<file path="config.mk">
export PLATFORM = sky130hd
export DESIGN_NAME = wbs_sequencer
export DESIGN_NICKNAME = d
export VERILOG_FILES = /design/src/wbs_pkg.sv /design/src/wbs_lane.sv /design/src/wbs_sequencer.sv
export SDC_FILE = /design/constraint.sdc
export NUM_CORES = 1
export LEC_CHECK = 0
export ABC_AREA = 1
export BUFFER_PORTS_ARGS = -buffer_cell sky130_fd_sc_hd__buf_2
export CORE_MARGIN = 4
export CORE_UTILIZATION = 54
export DETAILED_ROUTE_END_ITERATION = 16
export MAX_ROUTING_LAYER = met4
export PLACE_DENSITY_LB_ADDON = 0.12
export SLEW_MARGIN = 5
export SYNTH_ARGS = -nofsm -noshare
export SYNTH_HDL_FRONTEND = slang
export SYNTH_HIERARCHICAL = 1
export SYNTH_SLANG_ARGS = --single-unit
</file>
<file path="constraint.sdc">
create_clock -name CORE_CLK -period 1.8 [get_ports CORE_CLK]
set_input_delay 0.09 -clock CORE_CLK [delete_from_list [all_inputs] [get_ports CORE_CLK]]
set_output_delay 0.09 -clock CORE_CLK [all_outputs]
set_load 0.03 [all_outputs]
</file>
<file path="src/wbs_pkg.sv">
// shared constants and types of the word access bus sequencer
package wbs_pkg;
    localparam int          ADDR_W        = 20;
    localparam logic [19:0] ADDR_MAX      = 20'hF_FFFF;
    localparam logic [19:0] INTR_LO       = 20'h0_0000;
    localparam logic [19:0] INTR_HI       = 20'h0_007F;
    localparam logic [19:0] RESET_LO      = 20'hF_FFF0;
    localparam logic [19:0] RESET_HI      = 20'hF_FFFF;
    localparam logic [15:0] DATA_RST      = 16'h0000;
    localparam logic [19:0] ADDR_RST      = 20'h0_0000;
    localparam logic [1:0]  LANE_LO       = 2'b01;
    localparam logic [1:0]  LANE_HI       = 2'b10;
    localparam logic [1:0]  LANE_BOTH     = 2'b11;
    localparam logic [1:0]  LANE_NONE     = 2'b00;

    typedef enum logic [1:0]
    {
        WBS_IDLE  = 2'b00,
        WBS_FIRST = 2'b01,
        WBS_SECND = 2'b10
    } wbs_state_type;
endpackage : wbs_pkg

</file>
<file path="src/wbs_lane.sv">
// byte lane steering for one bus cycle
`timescale 1ns/1ps
module wbs_lane
    import wbs_pkg::*;
(
    input  wire logic        wide_bus,
    input  wire logic        word_cyc,
    input  wire logic [19:0] addr,
    input  wire logic [7:0]  byte_out,
    input  wire logic [15:0] word_out,
    output logic      [1:0]  lanes,
    output logic      [15:0] bus_data
);
    // narrow bus always uses the low lane; wide bus uses both lanes for a word cycle, else picks by address bit 0
    always_comb
    begin
        if (!wide_bus)
        begin
            lanes    = LANE_LO;
            bus_data = {8'h00, byte_out};
        end
        else if (word_cyc)
        begin
            lanes    = LANE_BOTH;
            bus_data = word_out;
        end
        else if (addr[0])
        begin
            lanes    = LANE_HI;
            bus_data = {byte_out, 8'h00};
        end
        else
        begin
            lanes    = LANE_LO;
            bus_data = {8'h00, byte_out};
        end
    end
endmodule : wbs_lane

</file>
<file path="src/wbs_sequencer.sv">
// request to bus cycle sequencer for both bus widths
`timescale 1ns/1ps
// How it works
// - wide bus moves bytes or whole words
// - even word on wide bus, one cycle
// - odd word on wide bus, two byte cycles
// - split word returns same value as aligned
// - wide prefetch fetches words at even addresses
// - odd jump target: first fetch one byte
// - narrow bus cycles are always one byte
// - narrow bus words always take two cycles
// - narrow prefetch fetches one byte each
// - every cycle presents a 20-bit address
module wbs_sequencer
    import wbs_pkg::*;
(
    input  wire logic        CORE_CLK,
    input  wire logic        RST_N,
    input  wire logic        WIDE_BUS,
    input  wire logic        REQ_VALID,
    output logic             REQ_READY,
    input  wire logic        REQ_WRITE,
    input  wire logic        REQ_WORD,
    input  wire logic        REQ_FETCH,
    input  wire logic        REQ_JUMP,
    input  wire logic [19:0] REQ_ADDR,
    input  wire logic [15:0] REQ_WDATA,
    output logic             RSP_VALID,
    output logic      [15:0] RSP_RDATA,
    output logic             RSP_WORD,
    output logic             BUS_REQ,
    input  wire logic        BUS_ACK,
    output logic             BUS_WRITE,
    output logic      [19:0] BUS_ADDR,
    output logic      [1:0]  BUS_LANES,
    output logic      [15:0] BUS_WDATA,
    input  wire logic [15:0] BUS_RDATA,
    output logic             IN_INTR_AREA,
    output logic             IN_RESET_AREA
);
    ////////////////////////////////////////////////////////////////////////////
    wbs_state_type state_reg;
    logic          write_reg;
    logic          word_reg;
    logic          split_reg;
    logic          fetch_reg;
    logic [19:0]   addr_reg;
    logic [15:0]   wdata_reg;
    logic [7:0]    low_reg;
    logic [19:0]   pf_next_reg;
    logic          cyc_word;
    logic [7:0]    byte_out;
    logic [1:0]    lanes;
    logic [15:0]   bus_data;
    logic [19:0]   addr_next;
    logic          take;
    logic          done;
    logic [7:0]    rbyte;
    logic          bus_live_reg;

    ////////////////////////////////////////////////////////////////////////////
    // one request in flight; ready only while idle
    assign REQ_READY = (state_reg == WBS_IDLE);
    assign take      = REQ_VALID && REQ_READY;
    assign done      = BUS_REQ && BUS_ACK;
    assign BUS_REQ   = (state_reg != WBS_IDLE);
    assign addr_next = addr_reg + 20'h0_0001;   // wraps at the megabyte top

    // word cycle only for unsplit words on the wide bus
    assign cyc_word = word_reg && !split_reg;
    assign byte_out = (state_reg == WBS_SECND) ? wdata_reg[15:8] : wdata_reg[7:0];

    // pick the byte from the lane the current address lives on
    assign rbyte = (WIDE_BUS && addr_reg[0]) ? BUS_RDATA[15:8] : BUS_RDATA[7:0];

    wbs_lane u_lane
    (
        .wide_bus (WIDE_BUS),
        .word_cyc (cyc_word),
        .addr     (addr_reg),
        .byte_out (byte_out),
        .word_out (wdata_reg),
        .lanes    (lanes),
        .bus_data (bus_data)
    );

    // bus cycle outputs held stable until acknowledge
    always_ff @(posedge CORE_CLK or negedge RST_N)
    begin
        if (!RST_N)
        begin
            BUS_ADDR  <= ADDR_RST;
            BUS_WRITE <= 1'b0;
            BUS_LANES <= LANE_NONE;
            BUS_WDATA <= DATA_RST;
            bus_live_reg <= 1'b0;
        end
        else
        begin
            BUS_ADDR  <= (state_reg == WBS_IDLE) ? ADDR_RST : addr_reg;
            BUS_WRITE <= (state_reg != WBS_IDLE) && write_reg;
            BUS_LANES <= (state_reg == WBS_IDLE) ? LANE_NONE : lanes;
            BUS_WDATA <= (state_reg == WBS_IDLE) ? DATA_RST : bus_data;
            bus_live_reg <= (state_reg != WBS_IDLE);    // registered outputs now show a live cycle
        end
    end

    // sequencing: a fetch word is demoted to a byte when odd
    always_ff @(posedge CORE_CLK or negedge RST_N)
    begin
        if (!RST_N)
        begin
            state_reg <= WBS_IDLE;
            write_reg <= 1'b0;
            word_reg  <= 1'b0;
            split_reg <= 1'b0;
            fetch_reg <= 1'b0;
            addr_reg  <= ADDR_RST;
            wdata_reg <= DATA_RST;
        end
        else
        begin
            unique case (state_reg)
                WBS_IDLE:
                begin
                    if (take)
                    begin
                        state_reg <= WBS_FIRST;
                        write_reg <= REQ_WRITE && !REQ_FETCH;
                        fetch_reg <= REQ_FETCH;
                        addr_reg  <= REQ_ADDR;
                        wdata_reg <= REQ_WDATA;
                        if (REQ_FETCH)
                        begin
                            // odd target fetches a byte; narrow bus always bytes
                            word_reg  <= WIDE_BUS && !REQ_ADDR[0];
                            split_reg <= 1'b0;
                        end
                        else
                        begin
                            word_reg  <= REQ_WORD;
                            split_reg <= REQ_WORD && (!WIDE_BUS || REQ_ADDR[0]);
                        end
                    end
                end
                WBS_FIRST:
                begin
                    if (done)
                    begin
                        if (split_reg)
                        begin
                            state_reg <= WBS_SECND;
                            addr_reg  <= addr_next;        // high byte next
                        end
                        else
                        begin
                            state_reg <= WBS_IDLE;
                        end
                    end
                end
                WBS_SECND:
                begin
                    if (done)
                    begin
                        state_reg <= WBS_IDLE;
                    end
                end
                default:
                begin
                    state_reg <= WBS_IDLE;
                end
            endcase
        end
    end

    // prefetch pointer: advances by two after a word fetch, by one after a byte fetch
    always_ff @(posedge CORE_CLK or negedge RST_N)
    begin
        if (!RST_N)
        begin
            pf_next_reg <= ADDR_RST;
        end
        else if (done && fetch_reg)
        begin
            pf_next_reg <= cyc_word ? (addr_reg + 20'h0_0002) : addr_next;
        end
    end

    // read assembly: low byte kept, high byte joined on the second cycle
    always_ff @(posedge CORE_CLK or negedge RST_N)
    begin
        if (!RST_N)
        begin
            low_reg   <= 8'h00;
            RSP_VALID <= 1'b0;
            RSP_RDATA <= DATA_RST;
            RSP_WORD  <= 1'b0;
        end
        else
        begin
            RSP_VALID <= 1'b0;
            if (done && state_reg == WBS_FIRST)
            begin
                low_reg <= rbyte;
                if (!split_reg)
                begin
                    RSP_VALID <= 1'b1;
                    RSP_WORD  <= cyc_word;
                    RSP_RDATA <= cyc_word ? BUS_RDATA : {8'h00, rbyte};
                end
            end
            else if (done && state_reg == WBS_SECND)
            begin
                RSP_VALID <= 1'b1;
                RSP_WORD  <= 1'b1;
                RSP_RDATA <= {rbyte, low_reg};     // same value as aligned
            end
        end
    end

    // reserved regions flagged; keeping them free is the system's job
    // gated until the address register is live, else the idle address 0 flags every first cycle
    assign IN_INTR_AREA  = BUS_REQ && bus_live_reg && (BUS_ADDR <= INTR_HI);
    assign IN_RESET_AREA = BUS_REQ && bus_live_reg && (BUS_ADDR >= RESET_LO);

    ////////////////////////////////////////////////////////////////////////////
    // narrow bus never drives both lanes
    narrow_lane_a: assert property (@(posedge CORE_CLK) disable iff (!RST_N)
        (BUS_REQ && $past(BUS_REQ) && !WIDE_BUS) |-> (BUS_LANES == LANE_LO))
        else $error("narrow bus cycle not a single byte");

    // odd word is split then second cycle at address plus one
    split_addr_a: assert property (@(posedge CORE_CLK) disable iff (!RST_N)
        (state_reg == WBS_FIRST && done && split_reg) |=> ##1 (BUS_ADDR == $past(addr_reg, 2) + 20'h0_0001))
        else $error("second byte address wrong");

    // even word on wide bus is one both-lane cycle
    even_word_a: assert property (@(posedge CORE_CLK) disable iff (!RST_N)
        (take && WIDE_BUS && REQ_WORD && !REQ_FETCH && !REQ_ADDR[0]) |=> ##1 (BUS_LANES == LANE_BOTH))
        else $error("even word not a word cycle");

    // odd byte cycle uses the high lane
    odd_lane_a: assert property (@(posedge CORE_CLK) disable iff (!RST_N)
        (BUS_REQ && WIDE_BUS && BUS_LANES != LANE_BOTH && $past(BUS_REQ)) |->
        (BUS_LANES == (BUS_ADDR[0] ? LANE_HI : LANE_LO)))
        else $error("byte lane does not match address");

    // split word response joins both bytes
    join_word_a: assert property (@(posedge CORE_CLK) disable iff (!RST_N)
        (state_reg == WBS_SECND && done) |=> (RSP_VALID && RSP_WORD && RSP_RDATA[7:0] == $past(low_reg)))
        else $error("split word response malformed");

    // odd fetch is a byte cycle
    odd_fetch_a: assert property (@(posedge CORE_CLK) disable iff (!RST_N)
        (take && REQ_FETCH && REQ_ADDR[0]) |=> !word_reg && !split_reg)
        else $error("odd fetch not a byte");

    // narrow word always splits
    narrow_split_a: assert property (@(posedge CORE_CLK) disable iff (!RST_N)
        (take && !WIDE_BUS && REQ_WORD && !REQ_FETCH) |=> split_reg)
        else $error("narrow word not split");

    // word fetches only at even addresses
    fetch_even_a: assert property (@(posedge CORE_CLK) disable iff (!RST_N)
        (BUS_REQ && fetch_reg && BUS_LANES == LANE_BOTH) |-> !BUS_ADDR[0])
        else $error("word fetch at odd address");

    // narrow fetch is one byte
    narrow_fetch_a: assert property (@(posedge CORE_CLK) disable iff (!RST_N)
        (take && !WIDE_BUS && REQ_FETCH) |=> !word_reg)
        else $error("narrow fetch not a byte");

    // split second cycle follows first without gap
    back_to_back_a: assert property (@(posedge CORE_CLK) disable iff (!RST_N)
        (state_reg == WBS_FIRST && done && split_reg) |=> (state_reg == WBS_SECND && BUS_REQ))
        else $error("split cycles not back to back");

    // byte fetch at an odd target leaves the pointer on the next even address
    fetch_next_a: assert property (@(posedge CORE_CLK) disable iff (!RST_N)
        (done && fetch_reg && addr_reg[0]) |=> (!pf_next_reg[0] && pf_next_reg == $past(addr_reg) + 20'h0_0001))
        else $error("next fetch address not even");
endmodule : wbs_sequencer

</file>
==> impl_metrics.yaml <==
route:
  wl_per_cell_um: 13.4
  vias: 4967
  dr.pass1.iters: 5
  drc: 0
  drt_first_iter_violations: 332
  wl_um: 13100
  ant_nets: 0
  vias_per_cell: 5.09
cts:
  insertion_delay_ns: 0.36
  tritoncts: "yes"
  cts.sinks: 107
  cts_max_level: 3
  cts_root_buf: "clkbuf_8"
  clkSlewWorstSetupHoldPaths_ns: 0.10
  cts_max_path_buffers: 2
  cts_buffers: 9
place:
  post-dp-hpwl_um: 9350
  dp_cells: 935
  io_buffer_count: 120
  gp_congestion: 0.964
  dpl_cell_area_um2: 6070
layout:
  final_layout_size_suffix_gt1_frac: 0.227
  finish.instance_area_um2: 6520
  layout_common_cells: "nand2_1 (225), buf_2 (118), dfrtp_1 (107)"
  fin_nets: 903
  syn_to_final_growth_pct: 24.0
  final_common_cell: "nand2_1"
  multi_input_area_um2: 2160
  antenna_cells: 0
  regArea_um2: 2680
  fin_cells: 975
  nFillCells: 813
setup_path:
  r2r-start: "state_reg[1]$_DFFE_PN0P_"
  cp_max_fo: 4
  cp-start-kind: "flip-flop"
  critPathMaxStageDelay_ns: 0.40
  critPathCaptureType: "output port"
  endpoint: "IN_RESET_AREA"
  crit_type: "flip-flop to output port"
  cp.arrival_ns: 1.61
  cpMaxStageDelayCell: "dfrtp_1"
  reg2reg_to: "BUS_WDATA[7]$_DFF_PN0_"
  required_ns: 1.71
  crit_path_cell_trace: "nor2_2 -> inv_2 -> nand2_1 -> nor3_1 -> nor3b_2 -> buf_4"
  worstRegToRegCells: 7
  r2r_slack_ns: 0.12
  crit_start: "state_reg[1]$_DFFE_PN0P_"
hold_path:
  holdCritPathClass: "input pin to flip-flop"
  hold_depth: 3
timing:
  hold_violations: 0
  fin_crit_sh: 0.945
  setup_violations: 0
  worst_slew_pin_slew_ns: 0.575
  rsz0062_at_grt: "yes"
  report.final.slew_viol_count: 0
  max_slew_margin: 0.615
  period_needed_ns: 1.70
  timing.fmax_mhz: 588
  fin_worst_skew_ns: 0.0122
logic_synthesis:
  yosysWarningCount: 6
  ys_types: 34
  synth_seq_cells: 107
  syn-num-nets: 754
  synth_seq_area_share: 0.509
  syn_area_um2: 5260
  avgSynthCellArea_um2: 7.60
  post_synth_inst_count: 692
die:
  pin_count: 122
  core_area_um2: 9370
  num_rows: 35
  fp.dieH_um: 107
  die-area_um2: 11400
  fp.dieW_um: 107
  initial_core_util: 0.561
grt:
  grt_pass1_wl_um: 21800
  overflow: 0
  grt_max_degree: 42
  antenna_found_initial: 0
  met1_usage: 0.307
  gr-usage-met3: 0.0301
  use_met2: 0.402
  grtUsageTotal: 0.242
  grt-busiest-layer: "met2"
  grt_pass1_vias: 4710
power:
  vdd.ir_drop.worst_uv: 883
  powerDensity_nw_per_um2: 1710
  p_leak_nw: 3.59
run_status:
  outcome: "complete, no violations"
run:
  max_cap_viol_count: 0
-- power by group --
part	total, mW	leakage, nW	switching [mW]	internal [mW]
Combinational	5.50	2.14	3.75	1.75
Clock	1.49	0.0926	0.806	0.682
Sequential	4.15	1.36	0.716	3.43
Total	11.1	3.59	5.27	5.86
-- Yosys cell counts --
library cell	count	area, µm²
nand2_1	228	856
dfrtp_1	107	2680
nor2_1	88	330
inv_1	78	293
o21ai_0	45	225
nand3_1	44	220
nand4_1	15	93.8
o22ai_1	11	68.8
buf_2	10	50.1
clkbuf_1	10	37.5
inv_2	9	33.8
mux2_2	8	90.1
a21oi_1	7	35.0
nand2_2	4	25.0
nor2_2	4	25.0
xor2_1	3	26.3
nor3_1	2	10.0
nor4_1	2	12.5
o21bai_1	2	15.0
a22oi_1	1	7.51
a31oi_1	1	6.26
buf_1	1	3.75
buf_4	1	7.51
buf_6	1	11.3
clkinv_1	1	3.75
ha_1	1	12.5
inv_4	1	6.26
nand2_4	1	11.3
nor2_4	1	11.3
nor3_2	1	10.0
nor3b_1	1	7.51
o211ai_4	1	21.3
o32ai_1	1	8.76
or2_2	1	6.26
-- per-layer routing --
layer,wire (µm),share of wire
met5,0,0
met4,329,0.025
met3,808,0.062
met2,6490,0.50
met1,5480,0.42
-- stage by stage --
| step | worst slack, ns | TNS [ns] | utilization | hold WS (ns) | total power, mW |
|---|---|---|---|---|---|
| floorplan | 0.0465 | 0 | - | -0.206 | 7.99 |
| global placement | 0.198 | 0 | 0.648 | 0.115 | 9.41 |
| detailed placement | 0.123 | 0 | 0.648 | 0.126 | 9.57 |
| CTS | 0.00422 | 0 | 0.691 | 0.0166 | 11.1 |
| global route | -0.0363 | -0.0535 | 0.696 | 0.0538 | 12.0 |
| finish | 0.0992 | 0 | 0.696 | 0.0281 | 11.1 |
-- critical path: cells and delay by family (launching register included) --
kind                   cells  cell delay [ns]
AND/OR/NAND/NOR            4             0.58
flip-flops                 1             0.40
buffers and inverters      2             0.27
-- worst min path at each step --
stage | startpoint | end | slack, ns
final | REQ_ADDR[3] | addr_reg[3]$_DFFE_PN0P_ | 0.03
after global routing | REQ_ADDR[3] | addr_reg[3]$_DFFE_PN0P_ | 0.05
after CTS | REQ_ADDR[3] | addr_reg[3]$_DFFE_PN0P_ | 0.02
after detailed placement | RST_N | BUS_ADDR[3]$_DFF_PN0_ | 0.13
after global placement | RST_N | BUS_ADDR[3]$_DFF_PN0_ | 0.12
after floorplan | RST_N | BUS_ADDR[0]$_DFF_PN0_ | -0.21
-- cell families (layout without fill, tap and decap cells) --
group,after synthesis,after routing,share of synthesized area
buf+inv,112,266,0.0849
mux,8,8,0.0171
flops,107,107,0.509
simple gates,392,392,0.308
fa+ha+maj,1,1,0.00238
xor+xnor,3,3,0.00500
compound gates,69,69,0.0737
-- layout make-up --
class / count / share of cell area
Tap cell: 129 / 0.0248
Clock inverter: 4 / 0.00767
Multi-Input combinational cell: 473 / 0.331
Sequential cell: 107 / 0.411
Clock buffer: 12 / 0.0223
Timing Repair Buffer: 161 / 0.152
Inverter: 89 / 0.0516
-- timing repair --
item                                   in CTS  in global routing
hold buffers                               21                  0
gates resized for setup                     0                  7
setup endpoints to repair                   0                 13
endpoints found under the hold margin      57                  0
setup buffers                               0                  3
Power figures use the tool's default switching activity.
